### src/core/gpio_pkg.sv
package gpio_pkg;

  // pin count and register widths
  localparam int unsigned NPIN      = 2;
  localparam int unsigned AW        = 8;
  localparam int unsigned DW        = 32;

  // register byte offsets
  localparam logic [7:0] OFF_IN     = 8'h00;
  localparam logic [7:0] OFF_OUT    = 8'h04;
  localparam logic [7:0] OFF_OEN    = 8'h08;
  localparam logic [7:0] OFF_IEN    = 8'h0C;
  localparam logic [7:0] OFF_PEN    = 8'h10;
  localparam logic [7:0] OFF_PDIR   = 8'h14;
  localparam logic [7:0] OFF_INTF   = 8'h18;
  localparam logic [7:0] OFF_INTE   = 8'h1C;
  localparam logic [7:0] OFF_EDGE   = 8'h20;
  localparam logic [7:0] OFF_CHAT   = 8'h24;
  localparam logic [7:0] OFF_MODE   = 8'h28;
  localparam logic [7:0] OFF_FNC    = 8'h2C;

  // reset values
  localparam logic [1:0] RST_PIN    = 2'h0;
  localparam logic [3:0] RST_FNC    = 4'h0;
  localparam logic [1:0] RST_CNT    = 2'h0;

  // function code field of one pin
  localparam int unsigned FNC_W     = 2;
  localparam logic [1:0] FNC_CLOCK  = 2'h0;

  // debounce: level must hold this many cycles
  localparam int unsigned DEB_CYC   = 16;
  localparam int unsigned DEB_W     = 5;

  // pin mode
  typedef enum logic [0:0] {
    MODE_GPIO  = 1'b0,
    MODE_PERIPH = 1'b1
  } pin_mode_e;

endpackage : gpio_pkg

### src/core/pin_debounce.sv
`timescale 1ns/1ps
module pin_debounce
(
  input  wire logic pclk,
  input  wire logic presetn,
  input  wire logic raw_in,
  output logic      clean_out
);

  logic                         level_r;
  logic                         level_nxt;
  logic [gpio_pkg::DEB_W-1:0]   cnt_r;
  logic [gpio_pkg::DEB_W-1:0]   cnt_nxt;

  // count while raw differs; accept the new level only after a full hold
  always_comb
  begin
    level_nxt = level_r;
    cnt_nxt   = '0;
    if (raw_in != level_r)
    begin
      if (cnt_r == gpio_pkg::DEB_W'(gpio_pkg::DEB_CYC - 1))
        level_nxt = raw_in;
      else
        cnt_nxt = cnt_r + 1'b1;
    end
  end

  always_ff @(posedge pclk or negedge presetn)
  begin
    if (!presetn)
    begin
      level_r <= 1'b0;
      cnt_r   <= '0;
    end
    else
    begin
      level_r <= level_nxt;
      cnt_r   <= cnt_nxt;
    end
  end

  assign clean_out = level_r;
endmodule : pin_debounce

### src/core/gpio_port.sv
`timescale 1ns/1ps
// Operation
// output enabled: pin driven high for data one, low for zero
// output data writable while disabled; no pin effect until enabled
// output enable zero releases pin; one lets data drive it
// input enable zero forces input data to zero
// output and input enabled: input reads the driven level
// pull enable one connects the pull resistor
// pull acts only while output is disabled
// pull direction one selects pull-up, zero pull-down
// flag reads one after an event; write one clears, zero keeps
// interrupt enable one lets the flag request, zero blocks
// software clears a flag before enabling its interrupt
// edge bit one: falling edge sets flag; zero: rising edge
// debounce enable one inserts the filter, zero bypasses it
// mode bit one gives pin to peripheral, zero to gpio
// peripheral mode ignores data, enables and pull settings
// function code zero routes clock block outputs; others unused
// all fields reset to zero; reserved bits read zero
// input data is pin level when enabled; zero in peripheral mode
// interrupt request high while any flag and enable both set
module gpio_port
(
  input  wire logic        pclk,
  input  wire logic        presetn,
  input  wire logic        psel,
  input  wire logic        penable,
  input  wire logic        pwrite,
  input  wire logic [7:0]  paddr,
  input  wire logic [31:0] pwdata,
  output logic      [31:0] prdata,
  output logic             pready,
  output logic             pslverr,
  input  wire logic        one_second_output,
  input  wire logic        slow_clock_output,
  input  wire logic [1:0]  pad_in,
  output logic      [1:0]  pad_out,
  output logic      [1:0]  pad_oe,
  output logic      [1:0]  pull_up_en,
  output logic      [1:0]  pull_down_en,
  output logic             irq
);

  localparam int unsigned N = gpio_pkg::NPIN;

  logic [N-1:0]   out_r,  out_nxt;
  logic [N-1:0]   oen_r,  oen_nxt;
  logic [N-1:0]   ien_r,  ien_nxt;
  logic [N-1:0]   pen_r,  pen_nxt;
  logic [N-1:0]   pdir_r, pdir_nxt;
  logic [N-1:0]   intf_r, intf_nxt;
  logic [N-1:0]   inte_r, inte_nxt;
  logic [N-1:0]   edge_r, edge_nxt;
  logic [N-1:0]   chat_r, chat_nxt;
  logic [N-1:0]   mode_r, mode_nxt;
  logic [3:0]     fnc_r,  fnc_nxt;
  logic [N-1:0]   prev_r, prev_nxt;
  logic [31:0]    rd_r,   rd_nxt;
  logic [N-1:0]   in_data;
  logic [N-1:0]   filt;
  logic [N-1:0]   sel_in;
  logic [N-1:0]   event_hit;
  logic [N-1:0]   periph_out;
  logic [N-1:0]   periph_oe;
  logic           wr_go;
  logic           rd_go;

  // true when the address names a mapped register
  function automatic logic is_mapped(input logic [7:0] a);
    is_mapped = (a == gpio_pkg::OFF_IN)   || (a == gpio_pkg::OFF_OUT)  ||
                (a == gpio_pkg::OFF_OEN)  || (a == gpio_pkg::OFF_IEN)  ||
                (a == gpio_pkg::OFF_PEN)  || (a == gpio_pkg::OFF_PDIR) ||
                (a == gpio_pkg::OFF_INTF) || (a == gpio_pkg::OFF_INTE) ||
                (a == gpio_pkg::OFF_EDGE) || (a == gpio_pkg::OFF_CHAT) ||
                (a == gpio_pkg::OFF_MODE) || (a == gpio_pkg::OFF_FNC);
  endfunction : is_mapped

  // zero wait states: writes land at the access edge, reads are latched at setup
  assign pready  = 1'b1;
  assign pslverr = psel && penable && !is_mapped(paddr);
  assign wr_go   = psel && penable && pwrite && is_mapped(paddr);
  assign rd_go   = psel && !penable && !pwrite;
  assign prdata  = rd_r;

  // peripheral routing per pin; only code zero has a source
  always_comb
  begin
    periph_out[0] = one_second_output;
    periph_out[1] = slow_clock_output;
    periph_oe[0]  = (fnc_r[1:0] == gpio_pkg::FNC_CLOCK);
    periph_oe[1]  = (fnc_r[3:2] == gpio_pkg::FNC_CLOCK);
  end

  // pad drive and pulls; gpio settings ignored in peripheral mode
  always_comb
  begin
    for (int i = 0; i < N; i++)
    begin
      if (mode_r[i] == gpio_pkg::MODE_PERIPH)
      begin
        pad_oe[i]       = periph_oe[i];
        pad_out[i]      = periph_oe[i] && periph_out[i];
        pull_up_en[i]   = 1'b0;
        pull_down_en[i] = 1'b0;
      end
      else
      begin
        pad_oe[i]       = oen_r[i];
        pad_out[i]      = oen_r[i] && out_r[i];
        pull_up_en[i]   = !oen_r[i] && pen_r[i] && pdir_r[i];
        pull_down_en[i] = !oen_r[i] && pen_r[i] && !pdir_r[i];
      end
    end
  end

  // input path: own drive wins so a loop-back read is exact
  always_comb
  begin
    for (int i = 0; i < N; i++)
    begin
      if (mode_r[i] || !ien_r[i])
        in_data[i] = 1'b0;
      else if (oen_r[i])
        in_data[i] = out_r[i];
      else
        in_data[i] = pad_in[i];
    end
  end

  // one filter per pin; bypass keeps zero latency when disabled
  for (genvar g = 0; g < N; g++)
  begin : g_deb
    pin_debounce u_deb
    (
      .pclk      (pclk),
      .presetn   (presetn),
      .raw_in    (in_data[g]),
      .clean_out (filt[g])
    );
  end

  // filter select and edge detection
  always_comb
  begin
    sel_in    = (chat_r & filt) | (~chat_r & in_data);
    prev_nxt  = sel_in;
    event_hit = (edge_r & prev_r & ~sel_in)
              | (~edge_r & ~prev_r & sel_in);
  end

  // register writes; a new event beats a same-cycle clear
  always_comb
  begin
    out_nxt  = out_r;
    oen_nxt  = oen_r;
    ien_nxt  = ien_r;
    pen_nxt  = pen_r;
    pdir_nxt = pdir_r;
    inte_nxt = inte_r;
    edge_nxt = edge_r;
    chat_nxt = chat_r;
    mode_nxt = mode_r;
    fnc_nxt  = fnc_r;
    intf_nxt = intf_r;
    if (wr_go)
    begin
      if (paddr == gpio_pkg::OFF_OUT)
        out_nxt = pwdata[N-1:0];
      else if (paddr == gpio_pkg::OFF_OEN)
        oen_nxt = pwdata[N-1:0];
      else if (paddr == gpio_pkg::OFF_IEN)
        ien_nxt = pwdata[N-1:0];
      else if (paddr == gpio_pkg::OFF_PEN)
        pen_nxt = pwdata[N-1:0];
      else if (paddr == gpio_pkg::OFF_PDIR)
        pdir_nxt = pwdata[N-1:0];
      else if (paddr == gpio_pkg::OFF_INTF)
        intf_nxt = intf_r & ~pwdata[N-1:0];
      else if (paddr == gpio_pkg::OFF_INTE)
        inte_nxt = pwdata[N-1:0];
      else if (paddr == gpio_pkg::OFF_EDGE)
        edge_nxt = pwdata[N-1:0];
      else if (paddr == gpio_pkg::OFF_CHAT)
        chat_nxt = pwdata[N-1:0];
      else if (paddr == gpio_pkg::OFF_MODE)
        mode_nxt = pwdata[N-1:0];
      else if (paddr == gpio_pkg::OFF_FNC)
        fnc_nxt = pwdata[3:0];
    end
    intf_nxt = intf_nxt | event_hit;
  end

  // read mux; reserved bits stay zero
  always_comb
  begin
    rd_nxt = rd_r;
    if (rd_go)
    begin
      rd_nxt = 32'h0000_0000;
      if (paddr == gpio_pkg::OFF_IN)
        rd_nxt[N-1:0] = in_data;
      else if (paddr == gpio_pkg::OFF_OUT)
        rd_nxt[N-1:0] = out_r;
      else if (paddr == gpio_pkg::OFF_OEN)
        rd_nxt[N-1:0] = oen_r;
      else if (paddr == gpio_pkg::OFF_IEN)
        rd_nxt[N-1:0] = ien_r;
      else if (paddr == gpio_pkg::OFF_PEN)
        rd_nxt[N-1:0] = pen_r;
      else if (paddr == gpio_pkg::OFF_PDIR)
        rd_nxt[N-1:0] = pdir_r;
      else if (paddr == gpio_pkg::OFF_INTF)
        rd_nxt[N-1:0] = intf_r;
      else if (paddr == gpio_pkg::OFF_INTE)
        rd_nxt[N-1:0] = inte_r;
      else if (paddr == gpio_pkg::OFF_EDGE)
        rd_nxt[N-1:0] = edge_r;
      else if (paddr == gpio_pkg::OFF_CHAT)
        rd_nxt[N-1:0] = chat_r;
      else if (paddr == gpio_pkg::OFF_MODE)
        rd_nxt[N-1:0] = mode_r;
      else if (paddr == gpio_pkg::OFF_FNC)
        rd_nxt[3:0] = fnc_r;
    end
  end

  // all state to zero on reset
  always_ff @(posedge pclk or negedge presetn)
  begin
    if (!presetn)
    begin
      out_r  <= gpio_pkg::RST_PIN;
      oen_r  <= gpio_pkg::RST_PIN;
      ien_r  <= gpio_pkg::RST_PIN;
      pen_r  <= gpio_pkg::RST_PIN;
      pdir_r <= gpio_pkg::RST_PIN;
      intf_r <= gpio_pkg::RST_PIN;
      inte_r <= gpio_pkg::RST_PIN;
      edge_r <= gpio_pkg::RST_PIN;
      chat_r <= gpio_pkg::RST_PIN;
      mode_r <= gpio_pkg::RST_PIN;
      fnc_r  <= gpio_pkg::RST_FNC;
      prev_r <= gpio_pkg::RST_PIN;
      rd_r   <= 32'h0000_0000;
    end
    else
    begin
      out_r  <= out_nxt;
      oen_r  <= oen_nxt;
      ien_r  <= ien_nxt;
      pen_r  <= pen_nxt;
      pdir_r <= pdir_nxt;
      intf_r <= intf_nxt;
      inte_r <= inte_nxt;
      edge_r <= edge_nxt;
      chat_r <= chat_nxt;
      mode_r <= mode_nxt;
      fnc_r  <= fnc_nxt;
      prev_r <= prev_nxt;
      rd_r   <= rd_nxt;
    end
  end

  // level request gated by enable
  assign irq = |(intf_r & inte_r);
endmodule : gpio_port

### config.mk
export PLATFORM = sky130hd
export DESIGN_NAME = gpio_port
export DESIGN_NICKNAME = d
export VERILOG_FILES = /design/src/core/gpio_pkg.sv /design/src/core/pin_debounce.sv /design/src/core/gpio_port.sv
export SDC_FILE = /design/constraint.sdc
export NUM_CORES = 1
export LEC_CHECK = 0
export BUFFER_PORTS_ARGS = -buffer_cell sky130_fd_sc_hd__buf_2
export CORE_ASPECT_RATIO = 0.6
export CORE_MARGIN = 2
export CORE_UTILIZATION = 45
export CTS_CLUSTER_SIZE = 20
export DETAILED_ROUTE_END_ITERATION = 16
export GPL_TIMING_DRIVEN = 0
export PLACE_DENSITY = 0.85
export REMOVE_ABC_BUFFERS = 1
export SLEW_MARGIN = 20
export SYNTH_ARGS = -nofsm -noshare
export SYNTH_HDL_FRONTEND = slang
export SYNTH_SLANG_ARGS = --single-unit
### constraint.sdc
create_clock -name pclk -period 2.4 [get_ports pclk]
set_input_delay 0.48 -clock pclk [delete_from_list [all_inputs] [get_ports pclk]]
set_output_delay 0.48 -clock pclk [all_outputs]
set_load 0.1 [all_outputs]
==> results.md <==
* Outcome: completed
* Total GRT Usage at 0.1942
* Share of cells above drive strength 1 at 0.2765
* PnR worst setup slack at about 250 ps
* Lkg Pwr at 1.256 nW
* Switching Power at ~580 uW
* Max FFs per register at 10
* Tmin final at ~2200 ps
* Final Max Tran Viols at 0
* Final worst path period share at 0.8967
* Vias at 1944
* Mapped Avg Cell Area at just under 10 um^2
* RR Startpoint: oen_r[0]
* Slew headroom at 0.3288
* Clk sinks at 42
* YS warnings at 0
* CP Cell Sequence: buf_2, nor2_1, nand3_1, nor3_1, nand3_1, mux2_2
* CP Capture Type: flip-flop
* Pwr Total at 1.650 mW
* CTS-repair resized insts at 0
* DRC Markers at 0
* Port Buffer Count at 34
* Area Growth Syn to Fin at 8.219%
* Register area share after synthesis at 0.4110
* Clock Skew at ~11 ps
* Gpl congestion at between 0.9 and 1
* Biggest register: g_deb.u_deb.cnt_r
* Post-CTS Setup Bufs at 0
* Post-synth EDFFs at 0
* Cells after Synth at 260
* Int Pwr at between 1 and 1.5 mW
* CTS Root Cell: clkbuf_8
* Placement Setup Slack at ~15 ps
* R2R depth at 5
* N_diodes at 0
* Critical-path top delay cell: nor2_1
* Final #Nets at ~340
* Clock-pin slew on the worst setup and hold paths at 90 ps
* Clock power share at 0.345
* Crit-path max FO at 11
* #FFs+latches synth at 42
* Die Ht at slightly above 60 um
* Sequential power share at 0.437
* Achievable clock frequency at about 460 MHz
* Drt total wl at 5671 um
* CTS tree: yes
* Initial DRT Pass Iterations at 4
* DP Cell Count at around 350
* Largest net degree at the start of global routing at between 40 and 50
* Unrepaired setup endpoints after global routing: false
* Crit path launch type: primary input
* Initial antenna violation count at 0
* CP bufs+invs at 1
* I/O pins at between 90 and 100
* Required time worst endpoint at around 2600 ps
* H-tree depth at 2
* Synth Flop Type: dfrtp_1
* Power Density at roughly 600 mW/mm^2
* Vias in the first global route at about 1800
* Critical path's top delay family: simple AND/OR/NAND/NOR gates
* R2R Path End: g_deb[0].u_deb.cnt_r[3]
* Num CTS Buffers at 5
* FF-to-FF setup slack at 780 ps
* Detail Route Antenna Nets at 0
* Hpwl dp at around 4300 um
* Routed wire length per instance at roughly 16 um
* Sw Share at 0.3541
* Die X at approximately 100 um
* Most frequent CP cell: nand3_1
* Synthesized area at approximately 0.0026 mm^2
* Final Hold Violating Endpoints at 0
* Post-CTS Hold Fix Bufs at 0
* DRT iter0 DRCs at ~170
* Combinational Power Share at 0.218
* Worst skew pair latency at ~300 ps
* First-pass GRT wire length at 9453 um
* Synth cell types at 47
* Final hold slack at around 310 ps
* Initial Util at 0.4635
* Row cnt at 21
* Area of the core at around 0.0055 mm^2
* Max stage delay on crit path at 570 ps
* Bufs on Longest Clock Path at 2
* Count of final setup violators at 0
* Share of synthesized registers carrying an async set or reset at 1.000
* IR drop worst, VDD at ~0.00033 V
* Via density at 5.370
* Final Util at 0.5016
* Maxcap violations at 0
* Grt ovf at 0
* Full die area at about 0.0063 mm^2
* Layout Cells excl Fill at ~360
* Worst-Margin Slew at between 900 and 1000 ps
* Worst hold path class: primary input to asynchronous set/reset pin
* Critical path type: primary input to flip-flop
* Arr. time, crit path at 2330 ps
==> cell usage in the layout, fill, tap and decap left out, types with 5 or more instances in the layout <==
cell type and n:
nor2_1 14, mux2_2 26, clkbuf_8 5, buf_2 34
nor2b_1 6, dfrtp_1 42, conb_1 29, nor3_1 5
nand2_1 29, nand3_1 15, inv_1 6, o21ai_0 22
==> worst max path at each step <==
stage | from | endpoint | slack, ps | cells after the start
final | paddr[1] | oen_r[1] | 250 | 6
after global routing | paddr[1] | oen_r[1] | 50 | 6
after CTS | paddr[1] | pslverr | 290 | 4
after detailed placement | paddr[1] | oen_r[0] | 20 | 6
after global placement | paddr[1] | oen_r[1] | 50 | 6
after floorplan | oen_r[0] | pull_down_en[0] | -1680 | 1
==> per-layer routing <==
| layer | track usage | up-vias | routed length, um |
|---|---|---|---|
| met1 | 0.3132 | 932 | 2766 |
| met3 | 0.05034 | 4 | 573 |
| met4 | 0.02196 | 0 | 16 |
| li1 | - | 929 | - |
| met2 | 0.2682 | 79 | 2315 |
| met5 | 0 | - | 0 |
==> Yosys cell counts (all sizes together), types with 2 or more instances <==
library cell / count / area [um^2]
a21oi: 4 / 20.02
a22oi: 2 / 15.01
a2bb2oi: 2 / 17.52
a31oi: 2 / 12.51
a32oi: 2 / 17.52
and3: 2 / 13.77
and4bb: 3 / 37.54
buf: 31 / 240.2
clkbuf: 5 / 20.01
conb: 2 / 7.510
dfrtp: 42 / 1051
ha: 2 / 25.02
inv: 6 / 22.52
mux2: 26 / 292.8
mux2i: 2 / 20.02
nand2: 29 / 108.9
nand3: 15 / 75.07
nand4: 2 / 12.51
nand4b: 2 / 17.52
nor2: 16 / 70.07
nor2b: 6 / 37.54
nor3: 5 / 25.02
nor3b: 4 / 45.05
nor4: 2 / 27.53
nor4b: 3 / 41.29
nor4bb: 2 / 20.02
o211ai: 4 / 30.03
o21ai: 22 / 110.1
o22a: 2 / 17.52
xnor2: 4 / 35.03
==> power by group through the flow <==
stage | Sequential (mW) | Combinational (mW) | Clock (mW)
floorplan | 0.775 | 0.248 | 0
global placement | 0.735 | 0.356 | 0
detailed placement | 0.735 | 0.358 | 0
CTS | 0.721 | 0.358 | 0.581
global route | 0.723 | 0.375 | 0.614
finish | 0.721 | 0.360 | 0.569
==> worst register-to-register path, stage by stage, from the launching register on <==
cell	delay (ps)
dfrtp_1	550
mux2i_1	140
nor3b_2	320
xnor2_1	150
or2_1	280
nor2_1	120
==> metrics by stage <==
| step | instance area [um^2] | setup TNS [ps] |
|---|---|---|
| floorplan | 2399 | -7831 |
| global placement | 2655 | 0 |
| detailed placement | 2655 | 0 |
| CTS | 2768 | 0 |
| global route | 2768 | 0 |
| finish | 2768 | 0 |
==> cell type report <==
type | count | area (um^2)
fillers | 510 | 2750
multi-input cells | 203 | 1325
flip-flops and latches | 42 | 1051
repair buffers | 34 | 170.2
well taps | 69 | 86.33
clock buffers | 5 | 68.82
clock inverters | 3 | 43.79
inverters | 6 | 22.52
==> cell families (layout without fill, tap and decap cells) <==
family	Yosys count	in the layout	synth area share
and+or+nand+nor	97	97	0.2256
AOI/OAI and AO/OA	42	42	0.1008
DFF	42	42	0.4110
buffers and inverters	42	48	0.1106
muxes	28	28	0.1223
xor gates and xnor gates	5	5	0.01712
adders and majority gates	2	2	0.009783
other	2	29	0.002937
No activity file was read; power rests on OpenSTA's default activity.
